==> config.mk <==
export PLATFORM = sky130hd
export DESIGN_NAME = bps_supervisor
export DESIGN_NICKNAME = d
export VERILOG_FILES = /design/src/include/bps_pkg.sv /design/src/bps_lim_mem.sv /design/src/bps_supervisor.sv
export VERILOG_INCLUDE_DIRS = /design/src /design/src/include
export SDC_FILE = /design/constraint.sdc
export NUM_CORES = 2
export LEC_CHECK = 0
export ABC_AREA = 1
export BUFFER_PORTS_ARGS = -buffer_cell sky130_fd_sc_hd__buf_4
export CORE_MARGIN = 2
export CORE_UTILIZATION = 40
export DETAILED_ROUTE_END_ITERATION = 10
export PLACE_DENSITY_LB_ADDON = 0.25
export SYNTH_ARGS = -nofsm -noshare
export SYNTH_HDL_FRONTEND = slang
export SYNTH_SLANG_ARGS = --single-unit
==> constraint.sdc <==
create_clock -name mclk_i -period 7.65 [get_ports mclk_i]
set_input_delay 0.3825 -clock mclk_i [delete_from_list [all_inputs] [get_ports mclk_i]]
set_output_delay 0.3825 -clock mclk_i [all_outputs]
set_load 0.005 [all_outputs]
==> src/include/bps_regs.svh <==
// Constants for the board power supervisor
`ifndef BPS_REGS_SVH
`define BPS_REGS_SVH

`define BPS_STAGES       8
`define BPS_CLK_MHZ      50
`define BPS_TON_MAX_US   15000
`define BPS_TOFF_STEP_US 1000
`define BPS_VIN_ON_MV    16'h2710
`define BPS_VIN_OFF_MV   16'h2328
`define BPS_TERM_STAGE   6

`define BPS_ST_W   10
`define BPS_ST_UVF 0
`define BPS_ST_UVW 1
`define BPS_ST_OVW 2
`define BPS_ST_OVF 3
`define BPS_ST_UCF 4
`define BPS_ST_OCW 5
`define BPS_ST_OCF 6
`define BPS_ST_OTW 7
`define BPS_ST_OTF 8
`define BPS_ST_TON 9

`define BPS_OT_WARN  12'h055
`define BPS_OT_FAULT 12'h064
`define BPS_UCF_1A   20'hFD8F0
`define BPS_UCF_2A   20'hFB1E0

`endif

==> src/include/bps_pkg.sv <==
// Shared types for the board power supervisor
package bps_pkg;

  typedef struct packed {
    logic [15:0]        v;
    logic signed [19:0] i;
    logic signed [11:0] t;
  } bps_tele_t;

  typedef struct packed {
    logic               valid;
    logic [15:0]        uvf;
    logic [15:0]        uvw;
    logic [15:0]        ovw;
    logic [15:0]        ovf;
    logic signed [19:0] ucf;
    logic signed [19:0] ocw;
    logic signed [19:0] ocf;
    logic signed [11:0] otw;
    logic signed [11:0] otf;
  } bps_lim_t;

  typedef struct packed {
    logic o;
    logic oe;
  } bps_od_t;

  typedef enum logic [2:0] {
    BPS_RD_VOLT,
    BPS_RD_CURR,
    BPS_RD_POWER,
    BPS_RD_TEMP,
    BPS_RD_STATUS
  } bps_kind_t;

  typedef enum logic [2:0] {
    BPS_S_OFF,
    BPS_S_UP,
    BPS_S_ON,
    BPS_S_DOWN,
    BPS_S_FAULT
  } bps_seq_t;

endpackage : bps_pkg

==> src/bps_lim_mem.sv <==
// Per-channel limit store with registered read port
`timescale 1ns/100ps
`default_nettype none
`include "bps_regs.svh"

module bps_lim_mem
  import bps_pkg::*;
#(
  parameter int DEPTH = `BPS_STAGES,
  parameter int AW    = $clog2(DEPTH)
) (
  input  wire logic          mclk_i,
  input  wire logic          rst_i,
  input  wire logic          wr_en_i,
  input  wire logic [AW-1:0] wr_addr_i,
  input  wire bps_lim_t      wr_data_i,
  input  wire logic [AW-1:0] rd_addr_i,
  output bps_lim_t           rd_data_o
);

  bps_lim_t mem_r [DEPTH];
  bps_lim_t rd_data_r;

  // Factory limits, voltage in 100 uV and current in 100 uA
  function automatic bps_lim_t lim_default(int ch);
    logic [63:0] v;
    logic [39:0] c;
    logic [19:0] uc;
    uc = (ch == 1) ? `BPS_UCF_2A : `BPS_UCF_1A;
    case (ch)
      0, 3:    v = {16'h2328, 16'h2422, 16'h29FE, 16'h2AF8};
      1, 7:    v = {16'h3F48, 16'h410A, 16'h4B96, 16'h4D58};
      2:       v = {16'h4650, 16'h4844, 16'h53FC, 16'h55F0};
      4:       v = {16'h2A30, 16'h2B5C, 16'h3264, 16'h3390};
      5:       v = {16'h7404, 16'h773D, 16'h8A93, 16'h8DCC};
      6:       v = {16'h34BC, 16'h3633, 16'h3EFD, 16'h4074};
      default: v = '0;
    endcase
    case (ch)
      0:       c = {20'h61A80, 20'h6B6C0};
      1, 5, 6: c = {20'h249F0, 20'h25D78};
      2:       c = {20'h04E20, 20'h07530};
      3:       c = {20'h13880, 20'h14C08};
      4:       c = {20'h07530, 20'h07CF8};
      7:       c = {20'h02710, 20'h02AF4};
      default: c = '0;
    endcase
    return {(ch < 8), v, uc, c, `BPS_OT_WARN, `BPS_OT_FAULT};
  endfunction : lim_default

  always_ff @(posedge mclk_i) begin
    if (rst_i) begin
      for (int i = 0; i < DEPTH; i++) begin
        mem_r[i] <= lim_default(i);
      end
    end else if (wr_en_i) begin
      mem_r[wr_addr_i] <= wr_data_i;
    end
  end

  always_ff @(posedge mclk_i) begin
    if (rst_i) begin
      rd_data_r <= '0;
    end else begin
      rd_data_r <= mem_r[rd_addr_i];
    end
  end

  assign rd_data_o = rd_data_r;

endmodule : bps_lim_mem
`default_nettype wire

==> src/bps_supervisor.sv <==
// Board power sequencer and rail fault monitor
`timescale 1ns/100ps
`default_nettype none
`include "bps_regs.svh"
// Contract
// - Input above 10V, switch on: rails up in order
// - Below 9V or switch off: reverse timed shutdown
// - Sample voltage, current, temperature of every channel
// - Per-rail under/over voltage fault and warning limits
// - Per-rail undercurrent and overcurrent limits
// - Termination rails carry no checks
// - Any fault or warning pulls alert low
// - Alert on turn-on timeout of 15 ms
// - Alert held until condition gone and cleared
// - Aux fault held low until ON again
// - Channel-fault pin is output only
// - Board inverts channel-fault into faulted-off line
// - Return voltage, current, power, temperature on read
// - Checks only when channel has full limit set
////////////////////////////////////////////////////////////////////////////////

module bps_supervisor
  import bps_pkg::*;
#(
  parameter int NCH      = `BPS_STAGES,
  parameter int TON_CYC  = `BPS_TON_MAX_US * `BPS_CLK_MHZ,
  parameter int TOFF_CYC = `BPS_TOFF_STEP_US * `BPS_CLK_MHZ,
  parameter int CW       = $clog2(NCH)
) (
  input  wire logic                    mclk_i,
  input  wire logic                    rst_i,
  input  wire logic [15:0]             vin_mv_i,
  input  wire logic                    power_switch_i,
  input  wire bps_tele_t [NCH-1:0]     tele_i,
  input  wire logic                    clear_faults_i,
  input  wire logic                    rd_req_i,
  input  wire logic [CW-1:0]           rd_chan_i,
  input  wire bps_kind_t               rd_kind_i,
  input  wire logic                    cfg_we_i,
  input  wire logic [CW-1:0]           cfg_chan_i,
  input  wire bps_lim_t                cfg_lim_i,
  input  wire logic                    supervisor_channel_fault_n_i,
  output logic [NCH-1:0]               stage_en_o,
  output logic                         term_en_o,
  output bps_od_t                      supervisor_alert_n_o,
  output bps_od_t                      supervisor_auxiliary_fault_n_o,
  output bps_od_t                      supervisor_channel_fault_n_o,
  output logic                         rd_valid_o,
  output logic [35:0]                  rd_data_o
);

  localparam logic [19:0]         TON_LAST  = 20'(TON_CYC - 1);
  localparam logic [19:0]         TOFF_LAST = 20'(TOFF_CYC - 1);
  localparam logic [CW-1:0]       TOP       = CW'(NCH - 1);
  localparam logic [CW-1:0]       TERM      = CW'(`BPS_TERM_STAGE);
  localparam logic [`BPS_ST_W-1:0] TON_MASK =
    `BPS_ST_W'(1) << `BPS_ST_TON;

  bps_seq_t               state_r;
  logic [CW-1:0]          stage_r;
  logic [CW-1:0]          scan_r;
  logic [CW-1:0]          scan_d_r;
  logic [19:0]            tmr_r;
  logic [NCH-1:0]         stage_en_r;
  logic [NCH-1:0]         pg_r;
  logic                   term_en_r;
  logic                   in_ok_r;
  logic                   faulted_r;
  logic                   aux_r;
  logic                   chf_r;
  logic                   alert_r;
  logic                   rd_valid_r;
  logic [35:0]            rd_data_r;
  bps_tele_t              samp_r;
  bps_tele_t              tele_r [NCH];
  logic [`BPS_ST_W-1:0]   act_r [NCH];
  logic [`BPS_ST_W-1:0]   st_r [NCH];
  bps_lim_t               lim_rd;
  bps_tele_t              sel;
  logic [`BPS_ST_W-1:0]   cond;
  logic signed [36:0]     pw;
  logic                   on_req;
  logic                   hard_evt;
  logic                   ton_evt;
  logic                   off_evt;
  logic                   any_st;

  function automatic logic hit(logic [CW-1:0] idx, int ch);
    return idx == CW'(ch);
  endfunction : hit

  ////////////////////////////////////////////////////////////////////////////
  // Telemetry scan and limit compare

  bps_lim_mem #(
    .DEPTH (NCH),
    .AW    (CW)
  ) u_lim (
    .mclk_i    (mclk_i),
    .rst_i     (rst_i),
    .wr_en_i   (cfg_we_i),
    .wr_addr_i (cfg_chan_i),
    .wr_data_i (cfg_lim_i),
    .rd_addr_i (scan_r),
    .rd_data_o (lim_rd)
  );

  always_ff @(posedge mclk_i) begin
    if (rst_i) begin
      scan_r   <= '0;
      scan_d_r <= '0;
      samp_r   <= '0;
    end else begin
      scan_r   <= scan_r + 1'b1;
      scan_d_r <= scan_r;
      samp_r   <= tele_i[scan_r];
    end
  end

  always_comb begin
    cond = '0;
    if (lim_rd.valid && stage_en_r[scan_d_r]) begin
      cond[`BPS_ST_UVF] = pg_r[scan_d_r] && (samp_r.v < lim_rd.uvf);
      cond[`BPS_ST_UVW] = pg_r[scan_d_r] && (samp_r.v < lim_rd.uvw);
      cond[`BPS_ST_OVW] = samp_r.v > lim_rd.ovw;
      cond[`BPS_ST_OVF] = samp_r.v > lim_rd.ovf;
      cond[`BPS_ST_UCF] = samp_r.i < lim_rd.ucf;
      cond[`BPS_ST_OCW] = samp_r.i > lim_rd.ocw;
      cond[`BPS_ST_OCF] = samp_r.i > lim_rd.ocf;
      cond[`BPS_ST_OTW] = samp_r.t > lim_rd.otw;
      cond[`BPS_ST_OTF] = samp_r.t > lim_rd.otf;
    end
  end

  always_ff @(posedge mclk_i) begin
    if (rst_i) begin
      pg_r <= '0;
      for (int ch = 0; ch < NCH; ch++) begin
        tele_r[ch] <= '0;
        act_r[ch]  <= '0;
      end
    end else begin
      for (int ch = 0; ch < NCH; ch++) begin
        if (!stage_en_r[ch]) begin
          pg_r[ch] <= 1'b0;
        end
        if (hit(scan_d_r, ch)) begin
          tele_r[ch] <= samp_r;
          act_r[ch]  <= cond;
          if (stage_en_r[ch] && samp_r.v >= lim_rd.uvf) begin
            pg_r[ch] <= 1'b1;
          end
        end
      end
    end
  end

  ////////////////////////////////////////////////////////////////////////////
  // Status, alert and fault lines

  assign on_req   = in_ok_r && power_switch_i;
  assign hard_evt = cond[`BPS_ST_OVF] || cond[`BPS_ST_UCF] ||
                    cond[`BPS_ST_OCF];
  assign ton_evt  = (state_r == BPS_S_UP) && on_req && !hard_evt &&
                    !cond[`BPS_ST_OTF] && !pg_r[stage_r] &&
                    (tmr_r == TON_LAST);
  assign off_evt  = hard_evt || cond[`BPS_ST_OTF] || ton_evt;

  // Set wins over clear; clear keeps conditions still present
  always_ff @(posedge mclk_i) begin
    if (rst_i) begin
      for (int ch = 0; ch < NCH; ch++) begin
        st_r[ch] <= '0;
      end
    end else begin
      for (int ch = 0; ch < NCH; ch++) begin
        st_r[ch] <= (clear_faults_i ? act_r[ch] : st_r[ch]) |
                    (hit(scan_d_r, ch) ? cond : '0) |
                    ((ton_evt && hit(stage_r, ch)) ? TON_MASK : '0);
      end
    end
  end

  always_comb begin
    any_st = 1'b0;
    for (int ch = 0; ch < NCH; ch++) begin
      any_st = any_st || (|st_r[ch]);
    end
  end

  always_ff @(posedge mclk_i) begin
    if (rst_i) begin
      alert_r <= 1'b0;
    end else begin
      alert_r <= any_st;
    end
  end

  ////////////////////////////////////////////////////////////////////////////
  // Input supply hysteresis and sequencer

  always_ff @(posedge mclk_i) begin
    if (rst_i) begin
      in_ok_r <= 1'b0;
    end else if (vin_mv_i > `BPS_VIN_ON_MV) begin
      in_ok_r <= 1'b1;
    end else if (vin_mv_i < `BPS_VIN_OFF_MV) begin
      in_ok_r <= 1'b0;
    end
  end

  always_ff @(posedge mclk_i) begin
    if (rst_i) begin
      state_r    <= BPS_S_OFF;
      stage_r    <= '0;
      tmr_r      <= '0;
      stage_en_r <= '0;
      term_en_r  <= 1'b0;
      faulted_r  <= 1'b0;
      aux_r      <= 1'b0;
      chf_r      <= 1'b0;
    end else begin
      if (hard_evt) begin
        aux_r <= 1'b1;
      end
      if (off_evt) begin
        faulted_r <= 1'b1;
        chf_r     <= 1'b1;
      end
      case (state_r)
        BPS_S_OFF: if (on_req) begin
          state_r       <= BPS_S_UP;
          stage_r       <= '0;
          tmr_r         <= '0;
          stage_en_r[0] <= 1'b1;
          faulted_r     <= 1'b0;
          aux_r         <= 1'b0;
          chf_r         <= 1'b0;
        end
        BPS_S_UP: begin
          if (off_evt || !on_req) begin
            state_r <= BPS_S_DOWN;
            tmr_r   <= '0;
          end else if (pg_r[stage_r]) begin
            tmr_r <= '0;
            if (stage_r == TOP) begin
              state_r <= BPS_S_ON;
            end else begin
              stage_r                    <= stage_r + 1'b1;
              stage_en_r[stage_r + 1'b1] <= 1'b1;
              if (stage_r + 1'b1 == TERM) begin
                term_en_r <= 1'b1;
              end
            end
          end else begin
            tmr_r <= tmr_r + 1'b1;
          end
        end
        BPS_S_ON: if (off_evt || !on_req) begin
          state_r <= BPS_S_DOWN;
          tmr_r   <= '0;
        end
        BPS_S_DOWN: begin
          if (tmr_r == TOFF_LAST) begin
            tmr_r               <= '0;
            stage_en_r[stage_r] <= 1'b0;
            if (stage_r == TERM) begin
              term_en_r <= 1'b0;
            end
            if (stage_r == '0) begin
              state_r <= faulted_r ? BPS_S_FAULT : BPS_S_OFF;
            end else begin
              stage_r <= stage_r - 1'b1;
            end
          end else begin
            tmr_r <= tmr_r + 1'b1;
          end
        end
        BPS_S_FAULT: if (!power_switch_i) begin
          state_r <= BPS_S_OFF;
        end
        default: state_r <= BPS_S_OFF;
      endcase
    end
  end

  ////////////////////////////////////////////////////////////////////////////
  // Telemetry readback

  assign sel = tele_r[rd_chan_i];

  always_comb begin
    pw = sel.i * $signed({1'b0, sel.v});
  end

  always_ff @(posedge mclk_i) begin
    if (rst_i) begin
      rd_valid_r <= 1'b0;
      rd_data_r  <= '0;
    end else begin
      rd_valid_r <= rd_req_i;
      if (rd_req_i) begin
        case (rd_kind_i)
          BPS_RD_VOLT:   rd_data_r <= 36'(sel.v);
          BPS_RD_CURR:   rd_data_r <= 36'(sel.i);
          BPS_RD_POWER:  rd_data_r <= pw[35:0];
          BPS_RD_TEMP:   rd_data_r <= 36'(sel.t);
          BPS_RD_STATUS: rd_data_r <= 36'(st_r[rd_chan_i]);
          default:       rd_data_r <= '0;
        endcase
      end
    end
  end

  ////////////////////////////////////////////////////////////////////////////
  // Outputs; faulted-off line is inverted on the board

  assign stage_en_o                     = stage_en_r;
  assign term_en_o                      = term_en_r;
  assign supervisor_alert_n_o           = '{o: 1'b0, oe: alert_r};
  assign supervisor_auxiliary_fault_n_o = '{o: 1'b0, oe: aux_r};
  assign supervisor_channel_fault_n_o   = '{o: 1'b0, oe: chf_r};
  assign rd_valid_o                     = rd_valid_r;
  assign rd_data_o                      = rd_data_r;

endmodule : bps_supervisor
`default_nettype wire

# Word-level counts from Yosys, hierarchy flattened
# Memory sizes are Yosys's and may differ from the RTL's. A register that Yosys moved wholly into a read port is not among the register bits.
# Cells that the tools add are included.
# op_classes
addsub	4
n_mul	1
div	0
order_cmp	18
eq_ne	38
shift	0
mux	179
bitwise	43
n_reduce_logical	66
# op_table
operator	n
2-to-1 mux 48 bit	9
2-to-1 mux 64 bit	6
2-to-1 mux 10 bit	24
2-to-1 mux 40 bit	6
case mux 36 bit (5 select lines)	1
2-to-1 mux 9 bit	17
2-to-1 mux 149 bit	1
OR reduction 149 bit	1
binary-select mux 48 bit (select 3 bit)	1
2-to-1 mux 20 bit	5
bitwise OR 10 bit	8
bitwise OR 10 x 9 -> 10 bit	8
case mux 20 bit (4 select lines)	1
OR reduction 10 bit	8
2-to-1 mux 1 bit	78
2-to-1 mux 3 bit	16
greater-than comparator 20 bit	2
multiplier 20 x 17 -> 36 bit	1
== test 3 bit (second input constant)	11
greater-than comparator 16 bit	2
less-than comparator 16 bit	2
2-to-1 mux 8 bit	4
logical AND 1 bit	27
== test 3 x 2 -> 1 bit (second input constant)	8
37 further kinds	102
# totals
register_bits	139
latchBits	0
ramBits	1728
rom_bits	0
out_inout_bits	52
wordCells	372
n_memories	4
# mem_list
memory	words	width	rd	rd_ports_with_merged_regs	write_ports	line	text
u_lim.mem_r	8	149	1	1	8	bps_lim_mem.sv:21	bps_lim_t mem_r [DEPTH];
tele_r	8	48	1	0	8	bps_supervisor.sv:75	bps_tele_t tele_r [NCH];
st_r	8	10	9	0	8	bps_supervisor.sv:77	logic [`BPS_ST_W-1:0] st_r [NCH];
act_r	8	9	8	0	8	bps_supervisor.sv:76	logic [`BPS_ST_W-1:0] act_r [NCH];

# Longest topological paths before layout
# logic_depth
depth_word	15
depth_mapped	39
ltp_nobuf	35

# Modules after synthesis
# Synthesis repeated with hierarchy kept, for this count alone.
# unflattened
cells_unflattened	12518
hier_area_um2	107931.0
# modules_own_cells
module	n_inst	cells_per_inst	area_per_inst_um2
bps_lim_mem	1	6814	60526.8
bps_supervisor	1	5704	47404.2

# Least setup slack after synthesis
# Ideal clock, no wire load.
# synth_timing
path_kind	in2reg
startpoint	in rd_chan_i[1]
endpoint	reg rd_data_r[34] (netlist: rd_data_o[34])
setup_time_ns	0.070
arrival_ns	6.551
t_required_ns	7.580
path_slack_ns	1.028
stages	28
n_path_buf	3
cell_sequence	inv_1 buf_2 clkbuf_1 o21ai_0 o22ai_1 inv_1 o21ai_2 clkbuf_1 nand2_1 fa_1 fa_1 inv_1 fa_1 fa_1 fa_1 inv_1 fa_1 inv_1 ha_1 nand2_1 nor3_1 nor3b_1 nand4_1 nand3_1 nand2_1 o21ai_0 nand2_1 a21oi_1
# synth_between
elab_chain_len	3
# synth_lines
element	line	text
from (decl)	bps_supervisor.sv:37	input wire logic [CW-1:0] rd_chan_i,
memory (8 x 48 bit) (*)	n/a	
multiplier 20 x 17 -> 36 bit	bps_supervisor.sv:293	pw = sel.i * $signed({1'b0, sel.v});
case mux 36 bit (5 select lines) (*)	bps_supervisor.sv:303	case (rd_kind_i)
to (signal assigned)	bps_supervisor.sv:304	BPS_RD_VOLT: rd_data_r <= 36'(sel.v);
to (signal assigned)	bps_supervisor.sv:305	BPS_RD_CURR: rd_data_r <= 36'(sel.i);
to (signal assigned)	bps_supervisor.sv:306	BPS_RD_POWER: rd_data_r <= pw[35:0];
to (decl)	bps_supervisor.sv:73	logic [35:0] rd_data_r;
# Mark *: on every way between the ends. The rest lies on a longest branch, timed or not.
# A chain may end at the register's enable or synchronous reset.

# Final worst setup path
# layout_timing
startpoint	mem tele_r[6][37] (netlist bit)
endpoint	reg rd_data_r[35] (netlist: rd_data_o[35])
# layout_between
elab_chain_len	3
# layout_lines
element	line
from (decl)	bps_supervisor.sv:75
memory (8 x 48 bit)	n/a
multiplier 20 x 17 -> 36 bit	bps_supervisor.sv:293
case mux 36 bit (5 select lines)	bps_supervisor.sv:303
# Every way passes these cells.

==> impl_metrics.csv <==
group,metric,value,unit
setup_path,worstPathArrival,7.53,ns
global_route,grt_pass1_wl,540000,µm
floorplan,io_pins,617,
yosys,yosys-top-cells-count,"nor2_1 (2400), edfxtp_1 (1648), o21ai_0 (1198)",
setup_path,cp_slowest_cell,"fa_1",
cts,cts.sinks,2016,
yosys,synth_adder_area_share,0.0930,
floorplan,fp.coreArea,251000,µm²
global_route,track_usage,0.286,
yosys,synth_ff_type,"edfxtp_1",
worst_hold_path,whs_path_depth,3,
floorplan,fp.dieW,507,µm
route,drtIter0Drc,9542,
route,drtPass1Iterations,6,
cts,postCtsResizedCells,0,
route,wire_per_inst,25.6,µm
yosys,synth.distinct_cells,60,
yosys,ys_seq_area_frac,0.562,
timing,fin_skew,0.0849,ns
yosys,synth_top_family_by_area,"simple AND/OR/NAND/NOR gates",
yosys,syn_area,101000,µm²
setup_path,r2r_slack,0.91,ns
power_and_ir_drop,peakVddDrop,468,µV
setup_path,cpPeakStageDelay,0.52,ns
yosys,synth_top_area_frac,0.489,
timing,report.final.setup_viol,0,
yosys,syn_area_per_cell,9.71,µm²
finish,nets,12300,
timing,finalSetupTns,0,ns
route,drtAntennaViolNets,0,
yosys,synth_most_common_cell,"nor2_1",
setup_path,timing.rr.start,"tele_r[6][37]",
timing,max_freq,148,MHz
global_route,overflow,0,
cts,cts-buffers-inserted,210,
route,routed_wl,376000,µm
yosys,synth-warning-count,0,
floorplan,rows,184,
cts,cts_tree,"built",
power_and_ir_drop,clkPwrFrac,0.273,
route,num_vias,82300,
setup_path,path_max_fanout,10,
cts,htree_levels,4,
finish,area_growth,18.9,%
global_route,grt_max_degree,200,
timing,holdWs,0.0362,ns
power_and_ir_drop,power-per-cell-area,319,nW/µm²
place,place_congestion,0.958,
yosys,synthXorXnorAreaFrac,0.00225,
yosys,synth_compound_area_frac,0.132,
place,hpwl,239000,µm
cts,root_buffer,"clkbuf_16",
timing,finalMaxSlewViolations,0,
route,drc,0,
outcome,status,"finished clean",
yosys,ys_ff_latch,2016,
finish,drive_above_1_share,0.121,
yosys,synthSimpleGateAreaFrac,0.147,
place,io_buffers,612,
power_and_ir_drop,seqPwrFrac,0.341,
timing,worst_pin_slew,1.32,ns
timing,max_slew_margin,0.109,
floorplan,start_util,0.402,
power_and_ir_drop,p_comb_frac,0.386,
power_and_ir_drop,power_leakage,47.5,nW
yosys,synth-async-reset-ratio,0,
yosys,synthMuxAreaShare,0.000198,
power_and_ir_drop,p_int,0.0248,W
setup_path,crit_path_start_kind,"flip-flop",
yosys,postSynthCellCount,10400,
worst_hold_path,min-delay-start,"cfg_lim_i[7]",
yosys,synth_edf_count,1648,
timing,finalCritPeriodShare,0.882,
global_route,grt_pass1_vias,80200,
cts,clk_pin_slew,0.06,ns
setup_path,rr_worst_depth,30,
cts,clock_path_buffers,3,
floorplan,die_h,507,µm
timing,rsz0062_at_grt,"no",
timing,hold_viol,0,
cts,cts_setup_buffers,0,
flow_run,drv_cap,0,
cts,clk_latency,0.88,ns
setup_path,cp-end-kind,"flip-flop",
power_and_ir_drop,power.switching,0.0136,W
setup_path,crit_type,"reg2reg",
yosys,synth_area_leaders,"edfxtp_1 (49%), nor2_1 (8.9%), dfxtp_1 (7.3%)",
worst_hold_path,hp-class,"in2reg",
yosys,yosys.area.top_type,"edfxtp_1",
floorplan,fp.dieArea,257000,µm²
setup_path,reg2reg_to,"rd_data_o[35]",
timing,period_needed,6.74,ns
power_and_ir_drop,netSwitchingFraction,0.354,
setup_path,crit_required,8.44,ns
global_route,antenna_found_initial,42,
worst_hold_path,holdPathEnd,"u_lim.mem_r[0][7]",
route,via_per_inst,5.59,
critical path: cells and delay by family (launching register included):
kind / cells / cell delay, ns
buffers and inverters: 7 / 0.65
DFF: 1 / 0.32
AOI/OAI and AO/OA: 9 / 1.71
and+or+nand+nor: 7 / 0.83
adders and majority gates: 7 / 3.16
power groups by stage:
| stage | Clock, W | Sequential, W | Combinational (W) |
|---|---|---|---|
| after detailed placement | 0 | 0.0133 | 0.0145 |
| after global routing | 0.0110 | 0.0131 | 0.0165 |
| after global placement | 0 | 0.0132 | 0.0145 |
| after floorplan | 0 | 0.0132 | 0.00852 |
| final | 0.0105 | 0.0131 | 0.0148 |
| after CTS | 0.0106 | 0.0130 | 0.0147 |
per-layer routing:
layer	part of all wire	vias to the layer above	global-route usage
met5	0.000096	-	0
met3	0.087	735	0.0432
met4	0.052	4	0.131
li1	-	36700	-
met1	0.40	40700	0.376
met2	0.47	4094	0.465
cells in the final DEF (no fill, tap or decap), types with 19 or more instances in the layout:
cell	count
nor2_1	2390
clkbuf_8	28
buf_4	889
dlygate4sd3_1	250
nand2_1	1162
nand4_1	36
nor3_1	34
fa_1	316
diode_2	24
o22ai_1	508
o21ai_1	26
nor4_1	23
dfxtp_1	366
edfxtp_1	1648
o21ai_0	1191
inv_1	987
clkinv_2	40
nand3_1	102
buf_12	46
clkbuf_1	60
o221ai_1	32
a21oi_1	250
ha_1	246
clkbuf_16	212
nand2_2	19
clkinv_1	23
a22o_1	197
cells by family after synthesis:
kind of cell / after synthesis
flip-flops: 2016
AO/OA/AOI/OAI: 2303
multiplexers: 2
buffers and inverters: 1685
AND/OR/NAND/NOR: 3821
adder cells (fa/ha/maj): 562
other: 1
XOR/XNOR: 26
state kept, by name (all words and copies together), names as in the netlist:
name	cells
pg_r	8
state_r	3
faulted_r	1
stage_r	3
u_lim.mem_r	1192
alert_r	1
act_r	72
u_lim.rd_data_o	149
tele_r	384
st_r	80
in_ok_r	1
rd_data_o	36
stage_en_o	8
aux_r	1
tmr_r	20
samp_r	48
rd_valid_o	1
chf_r	1
term_en_o	1
scan_d_r	3
scan_r	3
worst max path at each step:
stage	to	slack (ns)	from
4_1_cts	rd_data_o[29]	0.81	tele_r[6][37]
6_report	rd_data_o[35]	0.91	tele_r[6][37]
5_1_grt	rd_data_o[29]	0.34	tele_r[6][37]
3_3_place_gp	rd_data_o[35]	0.14	rd_chan_i[1]
3_5_place_dp	rd_data_o[35]	0.15	rd_chan_i[1]
2_1_floorplan	rd_data_o[34]	1.03	rd_chan_i[1]
layout make-up:
| class | count | area [µm²] |
|---|---|---|
| clock inverters | 98 | 1180 |
| repair buffers | 1187 | 10100 |
| clock buffers | 300 | 5920 |
| fillers | 23500 | 131000 |
| multi-input cells | 6717 | 38000 |
| inverters | 1020 | 3880 |
| flip-flops and latches | 2016 | 56900 |
| well taps | 3348 | 4190 |
| diodes | 24 | 60.1 |
repair_timing:
item	in CTS	in global routing
endpoints found under the hold margin	1217	0
hold buffers	250	0
setup endpoints to repair	0	0
per-stage QoR:
step / util / setup slack, ns / total power, W / cell area [µm²] / std cells
after global routing: 0.478 / 0.337 / 0.0406 / 120000 / 14700
after floorplan: - / 1.03 / 0.0217 / 101000 / 10400
after CTS: 0.478 / 0.815 / 0.0383 / 120000 / 14700
final: 0.478 / 0.906 / 0.0383 / 120000 / 14700
after global placement: 0.440 / 0.141 / 0.0277 / 111000 / 14000
after detailed placement: 0.440 / 0.147 / 0.0278 / 111000 / 14000
No activity file was read; power rests on OpenSTA's default activity.
